### src/include/irq_agg_pkg.sv
// Purpose: Shared constants and carrier types for the interrupt aggregator.
// Assumes: 250 MHz sys_clk; register addresses and commands are 3-bit codes.
// Notes:   Source bit order matches the packed field order of src_t.
package irq_agg_pkg;

  localparam int CLK_MHZ        = 250;
  localparam int IRQ_TIMEOUT_MS = 6;
  localparam int T_INT_MIN_US   = 10;
  // Longest time rounds down and least time rounds up; both are exact at 250 MHz.
  localparam int IRQ_TIMEOUT_CYC = IRQ_TIMEOUT_MS * 1000 * CLK_MHZ;
  localparam int MIN_PULSE_CYC   = T_INT_MIN_US * CLK_MHZ;
  localparam int CNT_W           = 21;

  localparam int NSRC = 15;
  localparam int DW   = 8;

  localparam logic [2:0] CMD_READ_ONLY = 3'h7;
  localparam logic [2:0] ADDR_WAKE     = 3'h0;
  localparam logic [2:0] ADDR_FAIL_A   = 3'h1;
  localparam logic [2:0] ADDR_FAIL_B   = 3'h2;

  // Source groups per register and the position of the summary flag.
  localparam int WAKE_LO  = 0;
  localparam int WAKE_HI  = 3;
  localparam int FAILA_LO = 4;
  localparam int FAILA_HI = 8;
  localparam int FAILB_LO = 9;
  localparam int FAILB_HI = 14;
  localparam int SUM_BIT  = 7;

  localparam int REG2_UV_IDX = 9;
  localparam int REG3_UV_IDX = 10;

  // Sources whose bit turns into the live state once read, and dual-edge sources.
  localparam logic [NSRC-1:0] LATCH_STATE_MASK = 15'h0FF0;
  localparam logic [NSRC-1:0] DUAL_EDGE_MASK   = 15'h0600;
  localparam logic [NSRC-1:0] MASK_RESET       = 15'h7FFF;

  typedef struct packed {
    logic bad_watchdog_cfg_flag;
    logic reset_evt_flag;
    logic spi_corrupt_flag;
    logic reg3_overcurrent_flag;
    logic reg3_undervolt_flag;
    logic reg2_undervolt_flag;
    logic lin_fail_flag;
    logic can_fail_flag;
    logic can_xcvr_overtemp_flag;
    logic reg2_overtemp_flag;
    logic reg1_overtemp_warn_flag;
    logic periodic_wake_flag;
    logic pin_wake_flag;
    logic lin_wake_flag;
    logic can_wake_flag;
  } src_t;

  typedef struct packed {
    logic       valid;
    logic [2:0] cmd;
    logic [2:0] addr;
  } rd_req_t;

  typedef enum logic [1:0] {ST_IDLE, ST_LOW, ST_GAP} irq_state_t;

endpackage

### src/rtl/irq_src_cell.sv
// Purpose: One interrupt source: edge detection, status latch and clear.
// Assumes: live is synchronous to sys_clk; clear is a one-cycle pulse.
// Notes:   A set in the same cycle as a clear wins.
`timescale 1ns/100ps
`default_nettype none
module irq_src_cell #(
  parameter bit LATCH_STATE = 1'b0,
  parameter bit DUAL_EDGE   = 1'b0
) (
  input  wire logic sys_clk,
  input  wire logic srst,
  input  wire logic live,
  input  wire logic force_set,
  input  wire logic suppress,
  input  wire logic clear,
  output logic      fire,
  output logic      status
);
  logic live_q;
  logic latch_q;

  always_ff @(posedge sys_clk) begin
    if (srst) begin
      live_q <= 1'b0;
    end else begin
      live_q <= live;
    end
  end

  always_comb begin
    fire = force_set | (~suppress & (live ^ live_q) & (DUAL_EDGE | live));
  end

  always_ff @(posedge sys_clk) begin
    if (srst) begin
      latch_q <= 1'b0;
    end else if (fire) begin
      latch_q <= 1'b1;
    end else if (clear) begin
      latch_q <= 1'b0;
    end
  end

  // A held condition keeps the bit set through reads, as a shorted regulator must.
  assign status = LATCH_STATE ? (latch_q | live) : latch_q;
endmodule
`default_nettype wire

### src/rtl/irq_aggregator.sv
// Purpose: Interrupt aggregation, read-clear and interrupt pin sequencing.
// Assumes: Source and read-request inputs are synchronous to sys_clk.
// Notes:   The pin is open drain; it is never driven high, only released.
`timescale 1ns/100ps
`default_nettype none
// Overview of operation
// - Pin driven low when any enabled source fires while irq_allowed is high.
// - Mask bit 0 blocks the pin but status still sets and reads.
// - Undervoltage sources raise an interrupt on appearing and disappearing.
// - Temperature, comms, regulator bits latch until read, then show live state.
// - Internal failure and wake bits are event-only, cleared by read.
// - Pin released on read-only access to register 000 or on time-out.
// - Wake bits in register 000; other causes set summary flag there.
// - Read-only command clears event bits returned by that read.
// - Summary flag is 0 only when registers 001 and 010 are all zero.
// - In init before reset release, the pin is sampled as config input.
// - No undervoltage interrupt while that regulator is switching off.
// - Regulator switch-on command sets its undervoltage bit and interrupts.
// - Read does not clear switch-on bit while output stays under threshold.
// - Shorted regulator keeps its switch-on bit set across reads.
// - Several events before a read give one low pulse, all reported.
// - Low at most the time-out; activations spaced by time-out; events kept.
// - Each low pulse lasts at least 10 us.
module irq_aggregator
  import irq_agg_pkg::*;
#(
  parameter int unsigned IRQ_TIMEOUT_CYCLES = irq_agg_pkg::IRQ_TIMEOUT_CYC
) (
  input  wire logic                        sys_clk,
  input  wire logic                        srst,
  input  wire irq_agg_pkg::src_t           src,
  input  wire irq_agg_pkg::src_t           src_enable,
  input  wire logic [1:0]                  reg_switch_on,
  input  wire logic [1:0]                  reg_switching_off,
  input  wire logic                        irq_allowed,
  input  wire logic                        init_mode,
  input  wire logic                        reset_out_n,
  input  wire irq_agg_pkg::rd_req_t        rd_req,
  input  wire logic                        int_pin_in,
  output logic [irq_agg_pkg::DW-1:0]       rd_data_q,
  output logic                             rd_valid_q,
  output logic                             int_pin_out_q,
  output logic                             int_pin_oe_q,
  output logic                             cfg_group_q
);
  import irq_agg_pkg::*;

  localparam logic [CNT_W-1:0] TO_LAST  = CNT_W'(IRQ_TIMEOUT_CYCLES - 1);
  localparam logic [CNT_W-1:0] MIN_LAST = CNT_W'(MIN_PULSE_CYC - 1);

  function automatic logic [NSRC-1:0] group_of(input logic [2:0] addr);
    logic [NSRC-1:0] g;
    g = '0;
    case (addr)
      ADDR_WAKE: begin
        for (int i = WAKE_LO; i <= WAKE_HI; i++) g[i] = 1'b1;
      end
      ADDR_FAIL_A: begin
        for (int i = FAILA_LO; i <= FAILA_HI; i++) g[i] = 1'b1;
      end
      ADDR_FAIL_B: begin
        for (int i = FAILB_LO; i <= FAILB_HI; i++) g[i] = 1'b1;
      end
      default: g = '0;
    endcase
    return g;
  endfunction

  logic [NSRC-1:0] live;
  logic [NSRC-1:0] fire;
  logic [NSRC-1:0] status;
  logic [NSRC-1:0] force_set;
  logic [NSRC-1:0] suppress;
  logic [NSRC-1:0] clear;
  logic [NSRC-1:0] fire_en;
  logic            read_only;
  logic            rel_read;
  logic            summary;

  assign live = src;
  assign read_only = rd_req.valid && (rd_req.cmd == CMD_READ_ONLY);
  assign rel_read = read_only && (rd_req.addr == ADDR_WAKE);
  assign clear = read_only ? group_of(rd_req.addr) : '0;

  always_comb begin
    force_set = '0;
    suppress  = '0;
    force_set[REG2_UV_IDX] = reg_switch_on[0];
    force_set[REG3_UV_IDX] = reg_switch_on[1];
    suppress[REG2_UV_IDX]  = reg_switching_off[0];
    suppress[REG3_UV_IDX]  = reg_switching_off[1];
  end

  generate
    for (genvar i = 0; i < NSRC; i++) begin : g_src
      irq_src_cell #(
        .LATCH_STATE (LATCH_STATE_MASK[i]),
        .DUAL_EDGE   (DUAL_EDGE_MASK[i])
      ) u_cell (
        .sys_clk   (sys_clk),
        .srst      (srst),
        .live      (live[i]),
        .force_set (force_set[i]),
        .suppress  (suppress[i]),
        .clear     (clear[i]),
        .fire      (fire[i]),
        .status    (status[i])
      );
    end
  endgenerate

  // Masking gates only the pin; the status bits above are unaffected.
  assign fire_en = fire & src_enable;
  assign summary = |status[FAILB_HI:FAILA_LO];

  // Read data path, sampled before the clear takes effect.
  always_ff @(posedge sys_clk) begin
    if (srst) begin
      rd_data_q  <= 8'h00;
      rd_valid_q <= 1'b0;
    end else begin
      rd_valid_q <= rd_req.valid;
      if (rd_req.valid) begin
        case (rd_req.addr)
          ADDR_WAKE:   rd_data_q <= {summary, 3'h0, status[WAKE_HI:WAKE_LO]};
          ADDR_FAIL_A: rd_data_q <= {3'h0, status[FAILA_HI:FAILA_LO]};
          ADDR_FAIL_B: rd_data_q <= {2'h0, status[FAILB_HI:FAILB_LO]};
          default:     rd_data_q <= 8'h00;
        endcase
      end
    end
  end

  irq_state_t       state_q;
  irq_state_t       state_d;
  logic [CNT_W-1:0] cnt_q;
  logic             pending_q;
  logic             rel_seen_q;
  logic             start;

  assign start = (state_q == ST_IDLE) && (state_d == ST_LOW);

  always_comb begin
    state_d = state_q;
    case (state_q)
      ST_IDLE: begin
        if (pending_q && irq_allowed) state_d = ST_LOW;
      end
      ST_LOW: begin
        if ((rel_seen_q && cnt_q >= MIN_LAST) || cnt_q == TO_LAST) state_d = ST_GAP;
      end
      ST_GAP: begin
        if (cnt_q == TO_LAST) state_d = ST_IDLE;
      end
      default: state_d = ST_IDLE;
    endcase
  end

  always_ff @(posedge sys_clk) begin
    if (srst) begin
      state_q <= ST_IDLE;
    end else begin
      state_q <= state_d;
    end
  end

  always_ff @(posedge sys_clk) begin
    if (srst || state_d != state_q) begin
      cnt_q <= '0;
    end else if (state_q != ST_IDLE) begin
      cnt_q <= cnt_q + CNT_W'(1);
    end
  end

  // Events during the gap are held and signalled once it ends; events while
  // the pin is already low share the running pulse. An event in the cycle the
  // pulse starts rides on that pulse, so the start clear takes priority here.
  always_ff @(posedge sys_clk) begin
    if (srst) begin
      pending_q <= 1'b0;
    end else if (start) begin
      pending_q <= 1'b0;
    end else if (|fire_en && irq_allowed && state_q != ST_LOW) begin
      pending_q <= 1'b1;
    end
  end

  // A release read that comes early is remembered until the minimum width passes.
  always_ff @(posedge sys_clk) begin
    if (srst) begin
      rel_seen_q <= 1'b0;
    end else if (rel_read && state_q == ST_LOW) begin
      rel_seen_q <= 1'b1;
    end else if (state_q != ST_LOW) begin
      rel_seen_q <= 1'b0;
    end
  end

  always_ff @(posedge sys_clk) begin
    if (srst) begin
      int_pin_oe_q  <= 1'b0;
      int_pin_out_q <= 1'b0;
    end else begin
      int_pin_oe_q  <= (state_d == ST_LOW);
      int_pin_out_q <= 1'b0;
    end
  end

  // The strap is taken by a clocked sample, so it is never a reset value.
  always_ff @(posedge sys_clk) begin
    if (srst) begin
      cfg_group_q <= 1'b0;
    end else if (init_mode && !reset_out_n) begin
      cfg_group_q <= int_pin_in;
    end
  end
endmodule
`default_nettype wire

### config.mk
export PLATFORM = sky130hd
export DESIGN_NAME = irq_aggregator
export DESIGN_NICKNAME = d
export VERILOG_FILES = /design/src/include/irq_agg_pkg.sv /design/src/rtl/irq_src_cell.sv /design/src/rtl/irq_aggregator.sv
export SDC_FILE = /design/constraint.sdc
export NUM_CORES = 1
export LEC_CHECK = 0
export BUFFER_PORTS_ARGS = -buffer_cell sky130_fd_sc_hd__buf_4
export CORE_MARGIN = 2
export CORE_UTILIZATION = 32
export DETAILED_ROUTE_END_ITERATION = 10
export PLACE_DENSITY = 0.62
export SLEW_MARGIN = 20
export SYNTH_ARGS = -nofsm -noshare
export SYNTH_HDL_FRONTEND = slang
export SYNTH_HIERARCHICAL = 1
export SYNTH_SLANG_ARGS = --single-unit
### constraint.sdc
create_clock -name sys_clk -period 5.74 [get_ports sys_clk]
set_clock_uncertainty 0.2 [all_clocks]
set_input_delay 0.861 -clock sys_clk [delete_from_list [all_inputs] [get_ports sys_clk]]
set_output_delay 0.861 -clock sys_clk [all_outputs]
set_load 0.05 [all_outputs]
# Word-level counts from Yosys, hierarchy flattened
# Index checks and enable logic that the tools add are counted.
word_totals:
  elab_cells: 167
  output_inout_bits: 12
  regBits: 66
op_classes:
  n_addsub: 1
  muxes: 41
  eq_ne: 9
  magnitude_cmp: 1
  reduce_logical: 34
  bitwise: 43
op_table:
  columns: ["cell", "count"]
  rows:
  - ["2-bit nonzero test", 17]
  - ["1-bit 2-to-1 mux", 32]
  - ["8-bit case mux with 3 select lines", 1]
  - ["21-bit by 1-bit adder with 21-bit output (second input constant)", 1]
  - ["21-bit == test (second input constant)", 1]
  - ["21-bit by 12-bit >= comparator with 1-bit output (second input constant)", 1]
  - ["1-bit bitwise AND", 15]
  - ["15-bit bitwise AND", 1]
  - ["15-bit 2-to-1 mux", 1]
  - ["15-bit OR reduction", 1]
  - ["1-bit XOR", 15]
  - ["11-bit OR reduction", 1]
  - ["1-bit bitwise OR", 10]
  - ["1-bit logical AND", 9]
  - ["2-bit 2-to-1 mux", 3]
  - ["6-bit 2-to-1 mux", 1]
  - ["2-bit case mux with 3 select lines", 1]
  - ["5-bit 2-to-1 mux", 1]
  - ["2-bit by 1-bit == test with 1-bit output (second input constant)", 2]
  - ["4-bit 2-to-1 mux", 1]
  - ["3-bit by 1-bit == test with 1-bit output (second input constant)", 1]
  - ["3-bit by 2-bit == test with 1-bit output (second input constant)", 1]
  - ["3-bit == test (second input constant)", 1]
  - ["3-bit zero test", 1]
  - ["other kinds (8)", 10]

# Longest topological paths before layout
# Gate-level depths: netlist of run 1.
logic_depth:
  word_depth: 8
  mapped_depth: 7
  ltp_nobuf: 7

# Modules after synthesis
# The synthesis of run 1 kept the hierarchy.
by_module_without_submodules:
  columns: ["mod", "area_per_inst_um2", "cells_per_inst", "n_inst", "seq_area_each_um2"]
  rows:
  - ["irq_aggregator", 1970.6, 232, 1, 700.7]
  - ["irq_src_cell at g_src[0].u_cell ...", 78.8, 8, 7, 40.0]
  - ["irq_src_cell at g_src[11].u_cell ...", 85.1, 9, 6, 40.0]
  - ["irq_src_cell at g_src[10].u_cell ...", 92.6, 9, 2, 40.0]

# Least setup slack after synthesis of run 1
# No wires, ideal clock.
synth_path:
  path_kind: "input -> register"
  startpoint: "input port rd_req[6] (netlist bit)"
  endpoint: "register g_src[4].u_cell.latch_q"
  t_required_ns: 5.420
  arrival_ns: 2.130
  slack_ns: 3.291
  n_path_buf: 1
  setup_time_ns: 0.120
  stages: 5
  path_cell_list: "clkbuf_1 > nand4_1 > nor4b_1 > nor2b_1 > o31a_1"
synth_between:
  elab_chain_cells: 3
synth_lines:
  columns: ["item", "line", "source"]
  rows:
  - ["start: declaration", "irq_aggregator.sv:38", "input wire irq_agg_pkg::rd_req_t rd_req,"]
  - ["1-bit logical AND", "irq_aggregator.sv:81", "assign read_only = rd_req.valid && (rd_req.cmd == CMD_READ_ONLY);"]
  - ["15-bit 2-to-1 mux", "irq_aggregator.sv:83", "assign clear = read_only ? group_of(rd_req.addr) : '0;"]
  - ["net clear[4]", "irq_aggregator.sv:74", "logic [NSRC-1:0] clear;"]
  - ["2-bit nonzero test (no line)", null, null]
  - ["end signal: assignment", "irq_src_cell.sv:36", "latch_q <= 1'b0;"]
  - ["end signal: assignment", "irq_src_cell.sv:38", "latch_q <= 1'b1;"]
  - ["end signal: assignment", "irq_src_cell.sv:40", "latch_q <= 1'b0;"]
  - ["end: declaration", "irq_src_cell.sv:20", "logic latch_q;"]
# The timed path passes the listed nets, and every way through them passes these cells.
# A chain may end at the register's enable or synchronous reset.

# Final worst setup path of run 1
layout_path:
  startpoint: "register cnt_q[5]"
  endpoint: "register cnt_q[4]"
layout_between:
  elab_chain_cells: 7
layout_lines:
  columns: ["item", "line", "source"]
  rows:
  - ["start: declaration", "irq_aggregator.sv:136", "logic [CNT_W-1:0] cnt_q;"]
  - ["start signal: assignment", "irq_aggregator.sv:171", "cnt_q <= cnt_q + CNT_W'(1);"]
  - ["21-bit by 12-bit >= comparator with 1-bit output", "irq_aggregator.sv:150", "if ((rel_seen_q && cnt_q >= MIN_LAST) || cnt_q == TO_LAST) state_d = ST_GAP;"]
  - ["1-bit logical AND", "irq_aggregator.sv:150", null]
  - ["1-bit logical OR", "irq_aggregator.sv:150", null]
  - ["2-bit 2-to-1 mux", "irq_aggregator.sv:150", null]
  - ["2-bit case mux with 3 select lines (*)", "irq_aggregator.sv:145", "case (state_q)"]
  - ["2-bit inequality test (*)", "irq_aggregator.sv:168", "if (srst || state_d != state_q) begin"]
  - ["1-bit logical OR (*)", "irq_aggregator.sv:168", null]
# Mark *: on every way between the ends. The rest lies on a longest branch, timed or not.

==> results.md, run 1 <==
- Result of the run: finished clean
- Largest net degree at the start of global routing: 49
- Clk_lat worst skew: approximately 350 ps
- TritonCTS clock tree: built
- Peak VDD IR: 102 uV
- Mapped Area: about 3200 um2
- Leading area contributor after synthesis: dfxtp_1
- Wire per inst: between 10 and 15 um
- RSZ-0062 raised after global routing: no
- Syn Inst Count: between 300 and 400
- Synth area leaders: dfxtp_1 (40%), nor2b_1 (6.8%), or2_2 (4.3%)
- 1st-pass router iterations: 6
- Crit path buf inv count: 0
- Global-route wire length before repair: approximately 12000 um
- Setup crit end kind: flip-flop
- CP Data Arrival Time: 2540 ps
- WP data required: between 5000 and 6000 ps
- Initial Util: between 30% and 40%
- Clock-pin slew of the registers on the worst-case setup and hold paths: roughly 70 ps
- Power Dens Cells: about 240 nW/um2
- Synth Area in Simple Gates: between 30 and 40%
- Post-synth EDFFs: 0
- Diodes inserted: 0
- Fin. max-slew vios: 0
- Reg2Reg Setup Slack: around 3200 ps
- Post-synth top cells: dfxtp_1 (65), nor2b_1 (35), nor3_1 (27)
- H-tree Lvls: 3
- P_leak: 0.00162 uW
- Core box area: just under 10000 um2
- Hold Path Stages: 2
- Post-synthesis mux area share: 1.87%
- Final Hold Viols: 0
- Clk sinks: 65
- FF-to-FF End: cnt_q[4]
- Final worst path period share: ~44%
- Clk buf depth: 2
- Vias per cell: around 4.6
- Post-synthesis adder-cell area fraction: less than 1%
- Util after Layout: about 41%
- Antenna Violating Nets Remaining: 0
- I/O pins: 59
- WS Path Type: reg2reg
- Die W: ~100 um
- WHS Endpoint: rd_data_q[7]
- CP max stage delay: 800 ps
- Crit path from: cnt_q[5]
- DRT iter0 DRCs: 70
- GRT Total Usage: between 10 and 15%
- Crit-path max FO: 20
- Syn avg cell area: between 8 and 9 um2
- Reg-to-reg startpoint: cnt_q[5]
- Maximum clock frequency: 0.392 GHz
- Total wire length: between 7000 and 8000 um
- Hold-fix buffers at CTS: 0
- Top-area cell type share of the netlist area: around two fifths
- Input/output buffers: 56
- Slew HR: a little under two fifths
- Layout area overhead: 25.0%
- Hold Path Class: reg2reg
- Crit-path leading delay family: compound AO/OA/AOI/OAI gates
- # nets final: 500
- Die height: approximately 100 um
- Drt drc: 0
- Count leader, synth: dfxtp_1
- Unique masters post-synth: 56
- DR vias: 2704
- Least-Margin Pin Slew: between 900 and 1000 ps
- Final setup fails: 0
- Worst Reg-to-Reg Cells: 5
- Initial antenna violation count: 0
- Max-cap violations: 0
- Top_reg_cell synth: dfxtp_1
- Fin crit period: 2550 ps
- Root Buffer: clkbuf_8
- Number of post-CTS setup repair buffers: 0
- CP max stage cell: a41oi_2
- Synth Area in Compound Gates: 12.5%
- Final hold slack: approximately 280 ps
- Post-DP HPWL: between 5000 and 6000 um
- Num CTS Buffers: 9
- CP Cell Sequence: or4_1, a211oi_2, o21ai_2, a41oi_2, nor3_1
- #FFs+latches synth: 65
- Yosys warns: 6
- Gpl congestion: about 0.92
- Total congestion overflow: 0
- Die ar.: between 10000 and 15000 um2
- Largest family of logic cells by synthesized area: simple AND/OR/NAND/NOR gates
- Number of global-route vias before repair: ~2700
- Cts repair resizes: 0
- Layout cells sized above 1: a little under a quarter
- Setup TNS: 0 ps
- Site Rows: 36
- Worst setup SP type: flip-flop
- XOR/XNOR Fraction of Synth Area: 5.72%
- Seq/Total Area, Yosys: between 40 and 50%
- Hold Crit Start: rd_data_q[7]
- Async set or reset register ratio after synthesis: 0%
[layer usage]
layer | wire length (um) | vias to the layer above | global-route usage, %
met2 | 3500 | 57 | 24.3
met4 | 189 | 0 | 6.56
met1 | 3160 | 1215 | 15.8
li1 | - | 1412 | -
met5 | 0 | - | 0
met3 | 332 | 20 | 4.51
[cell usage in the layout (no fill, tap or decap), drive strengths merged, types with 9 or more instances in the layout]
cell | netlist | layout
inv | 18 | 18
nor3 | 29 | 29
xnor2 | 14 | 14
dfxtp | 65 | 65
nor3b | 14 | 14
conb | 1 | 41
o31a | 13 | 13
clkbuf | 6 | 13
buf | 9 | 56
nand3 | 10 | 10
nor2b | 35 | 35
or2 | 22 | 22
nor2 | 22 | 22
nand2 | 16 | 16
a21oi | 9 | 9
[flip-flops by register name, summed over array words and instances (netlist names)]
register,count
g_src.u_cell/status,7
state_q,2
rd_valid_q,1
cnt_q,21
int_pin_oe_q,1
rel_seen_q,1
g_src.u_cell/latch_q,8
cfg_group_q,1
pending_q,1
g_src.u_cell/live_q,15
rd_data_q,7
[cell type report]
class                   count  area, um2
clock buffers              13        169
flip-flops and latches     65       1300
fillers                  1018       5750
clock inverters             2       12.5
repair buffers             56        420
multi-input cells         302       1880
well taps                 133        166
inverters                  18       67.6
[logic make-up (layout without fill, tap and decap cells)]
family | Yosys count | after routing
AOI/OAI and AO/OA | 51 | 51
xor gates and xnor gates | 21 | 21
adders and majority gates | 1 | 1
buffers and inverters | 33 | 89
DFF | 65 | 65
muxes | 6 | 6
other | 1 | 41
and+or+nand+nor | 182 | 182
[power breakdown]
part           leakage (uW)  total [uW]  switching (uW)  internal (uW)
clock network     0.0000915         365             176            189
logic              0.000995         119            59.2           59.4
registers          0.000534         480            10.0            470
total               0.00162         963             245            719
[worst max-delay path by stage]
| stage | slack [ps] | depth (start not counted) | end |
|---|---|---|---|
| 3_3_place_gp | 2880 | 8 | pending_q |
| 6_report | 3190 | 5 | cnt_q[4] |
| 3_5_place_dp | 2900 | 8 | pending_q |
| 2_1_floorplan | 3290 | 5 | g_src[4].u_cell/latch_q |
| 5_1_grt | 2940 | 6 | cnt_q[4] |
| 4_1_cts | 3180 | 5 | cnt_q[14] |
[through the flow]
stage                     cell area (um2)  power [uW]  std cells  setup WS (ps)
after global routing                 4020        1010        589           2940
after global placement               3840         608        574           2880
after detailed placement             3840         610        574           2900
after floorplan                      3370         563        400           3290
after CTS                            4020         980        589           3180
final                                4020         963        589           3190
[worst register-to-register path, delay by kind of cell (launching register included)]
kind | cells | cell delay, ps
compound gates | 3 | 1120
simple gates | 2 | 710
flops | 1 | 360
Power figures use the tool's default switching activity.
==> run 2: changes to the inputs <==
- ABC_AREA: not set -> 1
- PLACE_DENSITY: 0.62 -> 0.63
- clock period: 5.74 -> 2.3 ns (I/O delays scaled with it)
==> run 2 against run 1 <==
  * Synthesized area rose by 13%
  * Sequential share of layout area fell by 4.1 points
  * Die area rose by 12%
  * Fmax rose by 31%
  * Non-clock buffer count rose by 2
  * Clock power rose to 3.9 times the previous value
  * Critical endpoint is now cnt_q[14]
  * Largest power group is now the clock network
  * Highest routed layer unchanged
==> results.md, run 2 <==
- Result of the run: finished clean
- Mapped Area: about 3600 um2
- RSZ-0062 raised after global routing: no
- # nets final: just under 700
- Fin crit period: between 1500 and 2000 ps
- Global-route wire length before repair: between 10000 and 15000 um
- TritonCTS clock tree: built
- Crit-path leading delay family: simple AND/OR/NAND/NOR gates
- Worst path most repeated cell: nand2_1
- P_leak: 0.00227 uW
- Place WS: ~340 ps
- 1st-pass router iterations: 4
- Total wire length: approximately 7800 um
- Synth area leaders: dfxtp_1 (36%), inv_1 (15%), nand2_1 (14%)
- Initial antenna violation count: 0
- #FFs+latches synth: between 60 and 70
- Num CTS Buffers: 9
- CP Cell Sequence: ha_1, nand2_1, inv_1, nand2_1, nor2_1, nand3_1, nand2_1, a21oi_1, nand2_2, nor2_1
- Vias per cell: 4.20
- Post-route setup slack: between 300 and 400 ps
- Most Crowded Layer GR: met2
- GR Util met2: between 20 and 30%
- Fin. max-slew vios: 0
- Max-cap violations: 0
- Unique masters post-synth: 30
- Clock-pin slew of the registers on the worst-case setup and hold paths: about 50 ps
- Hold Path Class: in2reg
- Leading area contributor after synthesis: dfxtp_1
- Crit path buf inv count: 1
- Placed insts: roughly 770
- Grt met1 use: around 17%
- Initial Util: about 33%
- Max reg flops: 21
- Number of global-route vias before repair: ~3100
- Die ar.: between 10000 and 15000 um2
- Final worst path period share: 84.7%
- Top-area cell type share of the netlist area: between 30% and 40%
- Final Hold Viols: 0
- Setup TNS: 0 ps
- Async set or reset register ratio after synthesis: 0%
- I/O pins: slightly below 60
- Post-synth top cells: inv_1 (142), nand2_1 (131), nor2_1 (68)
- Drt drc: 0
- Layout area overhead: 27.0%
- Post-synth EDFFs: 0
- Peak VDD IR: slightly above 300 uV
- Maximum clock frequency: between 0.5 and 0.6 GHz
- Core box area: 10900 um2
- Cts repair resizes: 0
- Power Dens Cells: approximately 650 nW/um2
- Worst setup SP type: flip-flop
- Die W: roughly 110 um
- Gpl congestion: around 0.89
- DR vias: roughly 3300
- Most frequent cells in the layout: inv_1 (142), nand2_1 (131), nor2_1 (68)
- Root Buffer: clkbuf_16
- Wire per inst: about 10 um
- Hold-fix buffers at CTS: 0
- Post-DP HPWL: 6190 um
- Clk sinks: 65
- Diodes inserted: 0
- Clk_lat worst skew: 320 ps
- Antenna Violating Nets Remaining: 0
- CP Data Arrival Time: just under 2000 ps
- Syn Inst Count: 549
- Input/output buffers: 56
- Top_reg_cell synth: dfxtp_1
- DRT iter0 DRCs: roughly 110
- Clk buf depth: 2
- Die height: ~110 um
- Commonest non-fill, non-tap cell in the layout: inv_1
- H-tree Lvls: 3
- Crit-path max FO: 21
- Layout cells sized above 1: between 20% and 30%
- Setup crit end kind: flip-flop
- Largest regs: cnt_q (21), g_src.u_cell/live_q (15), g_src.u_cell/latch_q (8)
- Number of post-CTS setup repair buffers: 0
- Total congestion overflow: 0
- Seq/Total Area, Yosys: a little over a third
- Syn avg cell area: 6.60 um2
- Met3 usage: under 10%
- Biggest register: cnt_q
- Yosys warns: 6
- CP max stage cell: dfxtp_1
- Largest net degree at the start of global routing: between 40 and 50
- Fin cells: a little under 800
- GRT Total Usage: 14.5%
- WS Path Type: reg2reg
- Site Rows: 38
- CP max stage delay: approximately 360 ps
- WP data required: approximately 2300 ps
- Final setup fails: 0
- Count leader, synth: inv_1
run 2: cell count changes after synthesis, moves of 7 or more:
| cell | delta |
|---|---|
| inv_1 | +124 |
| nand2_1 | +115 |
| nor3b_1 | -13 |
| xor2_1 | +7 |
| or2_2 | -13 |
| nor2b_1 | -35 |
| nand3_1 | +12 |
| o31a_1 | -13 |
| nor3_1 | -21 |
| nand3_2 | +32 |
| xnor2_1 | -12 |
| nor2_1 | +46 |
run 2: metrics by stage:
step | util (%) | hold WS [ps] | power, uW | cell area [um2]
after floorplan | - | 214 | 1440 | 3720
after global placement | 39.2 | 252 | 1570 | 4290
after detailed placement | 39.2 | 256 | 1570 | 4290
after CTS | 42.1 | 30.7 | 3020 | 4600
after global routing | 42.1 | 50.6 | 3120 | 4600
final | 42.1 | 37.4 | 2980 | 4600
run 2: path summary, 6_finish.rpt:
check             slack [ps]                      end         from  cells past startpoint
setup / recovery         350                cnt_q[14]     cnt_q[0]                     10
hold / removal            40  g_src[13].u_cell/live_q      src[13]                      3
setup reg to reg         350                cnt_q[14]     cnt_q[0]                     10
hold reg to reg          260              cfg_group_q  cfg_group_q                      2
run 2: worst register-to-register path: stages, from the launching register on:
cell and delay, ps:
dfxtp_1 360, ha_1 200, nand2_1 80, inv_1 80
nand2_1 80, nor2_1 110, nand3_1 110, nand2_1 100
a21oi_1 70, nand2_2 330, nor2_1 90
run 2: layer usage:
layer | vias up | wire length [um]
met1 | 1447 | 3470
met2 | 57 | 3900
li1 | 1771 | -
met5 | - | 0
met4 | 0 | 113
met3 | 12 | 322
run 2: power breakdown:
part	internal, uW	leakage, uW	switching (uW)	total [uW]
Combinational	144	0.00158	204	348
Clock	970	0.000153	465	1430
Sequential	1180	0.000535	23.0	1200
run 2: cells by family (layout without fill, tap and decap cells):
| kind of cell | count (synthesis) | in the layout | share of synthesized area, % |
|---|---|---|---|
| compound gates | 21 | 21 | 3.14 |
| xor+xnor | 16 | 16 | 3.87 |
| fa+ha+maj | 1 | 1 | 0.345 |
| buf+inv | 152 | 219 | 16.4 |
| flops | 65 | 65 | 35.9 |
| mux | 1 | 1 | 0.276 |
| other cells | 1 | 28 | 0.104 |
| simple gates | 292 | 292 | 39.9 |
run 2: layout make-up:
cell class / count / area [um2]
clock buffers: 12 / 246
clock inverters: 3 / 65.1
fillers: 1156 / 6340
inverters: 146 / 551
multi-input cells: 359 / 1830
flip-flops and latches: 65 / 1300
well taps: 140 / 175
repair buffers: 58 / 435
==> run 3: changes to the inputs <==
- ABC_AREA: 1 -> 0
- PLACE_DENSITY: 0.63 -> 0.62
- clock period: 2.3 -> 1.85 ns (I/O delays scaled with it)
==> run 3 against run 2 <==
  * The flow now finishes with violations (negative setup slack)
  * Die area is 11% lower
  * Sequential power rose by 24%
  * Clock power down 15%
  * Register-to-register slack worse by 460 ps
  * Global-route usage is 0.53 points higher
  * Cell area up 1.7%
  * Fmax decreased by 0.64%
  * Non-clock buffer count up 58
  * First-iteration DRC count down 18%
==> results.md, run 3 (synthesized netlist as in run 1, its figures left out) <==
- Result of the run: complete, but fails checks
- Failing checks: negative setup slack
- WS Path Type: reg2reg
- Sw Pwr: a little over 800 uW
- Fin crit period: slightly below 2000 ps
- Number of global-route vias before repair: 2911
- Antenna Violating Nets Remaining: 0
- Clk_lat worst skew: between 300 and 400 ps
- Input/output buffers: 56
- Site Rows: 36
- Combinational Power Share: between 10% and 20%
- Max reg flops: 21
- FILL cells: ~960
- Global-route wire length before repair: about 13000 um
- Clk sinks: 65
- Diodes inserted: 0
- Util after Layout: ~48%
- Setup crit end kind: flip-flop
- WP data required: between 1500 and 2000 ps
- Final worst path period share: 106%
- Worst setup SP type: flip-flop
- Layout cells sized above 1: about a third
- GRT Total Usage: approximately 15%
- Storage cell area: around 1300 um2
- Vias per cell: between 4 and 5
- Hold Path Class: in2reg
- Largest regs: cnt_q (21), g_src.u_cell/live_q (15), g_src.u_cell/latch_q (8)
- Gpl congestion: between 0.8 and 0.9
- Final Hold Viols: 0
- Most frequent cells in the layout: buf_4 (96), dfxtp_1 (60), conb_1 (41)
- Register share of total power: 47.3%
- Wire per inst: 12.4 um
- P_leak: 0.00196 uW
- Clock Power Share: between 30% and 40%
- Die height: approximately 100 um
- Post-route setup slack: -110 ps
- Die W: 104 um
- I/O pins: 59
- Final setup fails: 21
- H-tree Lvls: 3
- Layout area overhead: 45.3%
- Met3 usage: 3.88%
- Total wire length: slightly above 8000 um
- Num CTS Buffers: 9
- Drt drc: 0
- Place WS: -240 ps
- Maximum clock frequency: 0.510 GHz
- Commonest non-fill, non-tap cell in the layout: buf_4
- Sw Ratio: 26.3%
- Power Dens Cells: a little under 700 nW/um2
- Reg-to-reg startpoint: cnt_q[5]
- RSZ-0062 raised after global routing: yes
- DRT iter0 DRCs: 89
- Root Buffer: clkbuf_8
- Peak VDD IR: roughly 370 uV
- Post-DP HPWL: 5890 um
- GR Util met2: between 20% and 30%
- Initial antenna violation count: 0
- # nets final: 560
- Max-cap violations: 0
- Crit-path max FO: 4
- Crit path from: cnt_q[5]
- Biggest register: cnt_q
- Int Pwr: about 2300 uW
- TritonCTS clock tree: built
- Core box area: just under 10000 um2
- CP Data Arrival Time: approximately 2000 ps
- Largest net degree at the start of global routing: 23
- Clk buf depth: 2
- 1st-pass router iterations: 4
- Fin. max-slew vios: 0
- Multi-input gate area: between 1500 and 2000 um2
- DR vias: 2982
- Total congestion overflow: 0
- Hold Crit Start: srst
- Initial Util: approximately 33%
- Die ar.: ~11000 um2
- Grt met1 use: between 15 and 20%
- Most Crowded Layer GR: met2
- Clock-pin slew of the registers on the worst-case setup and hold paths: 80 ps
==> run 3: metrics by stage <==
stage          hold WS (ps)  std cells  TNS, ps  area (um2)  power, uW
2_1_floorplan           149        400        0        3380       1750
3_3_place_gp            265        613    -1830        4170       1920
3_5_place_dp            272        613    -2170        4170       1930
4_1_cts                6.75        647    -1630        4580       3180
5_1_grt                25.4        650    -3170        4680       3300
6_report               7.71        650    -1940        4680       3150
==> run 3: area by class of cell <==
| cell class | count | area share, % |
|---|---|---|
| Clock buffer | 9 | 2.65 |
| Clock inverter | 7 | 1.52 |
| Inverter | 18 | 1.44 |
| Multi-Input combinational cell | 302 | 42.7 |
| Sequential cell | 65 | 28.0 |
| Tap cell | 133 | 3.56 |
| Timing Repair Buffer | 116 | 20.2 |
==> run 3: what timing repair did <==
item | 4_1_cts | 5_1_grt
endpoints found under the setup margin | 25 | 26
hold buffers | 18 | 1
gates resized for setup | 8 | 18
cloned | 0 | 0
pin swaps | 5 | 12
endpoints found under the hold margin | 16 | 1
setup buffers | 0 | 4
==> run 3: power groups by stage <==
stage	combinational (uW)	sequential (uW)	clock [uW]
finish	450	1490	1210
global placement	403	1510	0
global route	494	1490	1310
detailed placement	408	1520	0
floorplan	212	1540	0
CTS	447	1490	1250
==> run 3: layer usage <==
| layer | vias to the layer above | part of all wire [%] |
|---|---|---|
| li1 | 1530 | - |
| met1 | 1380 | 43 |
| met2 | 64 | 52 |
| met3 | 8 | 4.6 |
| met4 | 0 | 1.0 |
| met5 | - | 0 |
==> run 3: critical path, cell delays in order, from the launching register on <==
cell and delay, ps:
dfxtp_2 320, or4_4 540, a211oi_2 180, o21ai_2 130, a41oi_2 230, buf_4 200, nor3_2 50
==> run 3: final timing paths <==
| kind | to | slack, ps | cells after the start |
|---|---|---|---|
| min | g_src[13].u_cell/live_q | 8 | 2 |
| max | cnt_q[2] | -110 | 6 |
| min reg2reg | rd_data_q[7] | 280 | 2 |
| max reg2reg | cnt_q[2] | -110 | 6 |
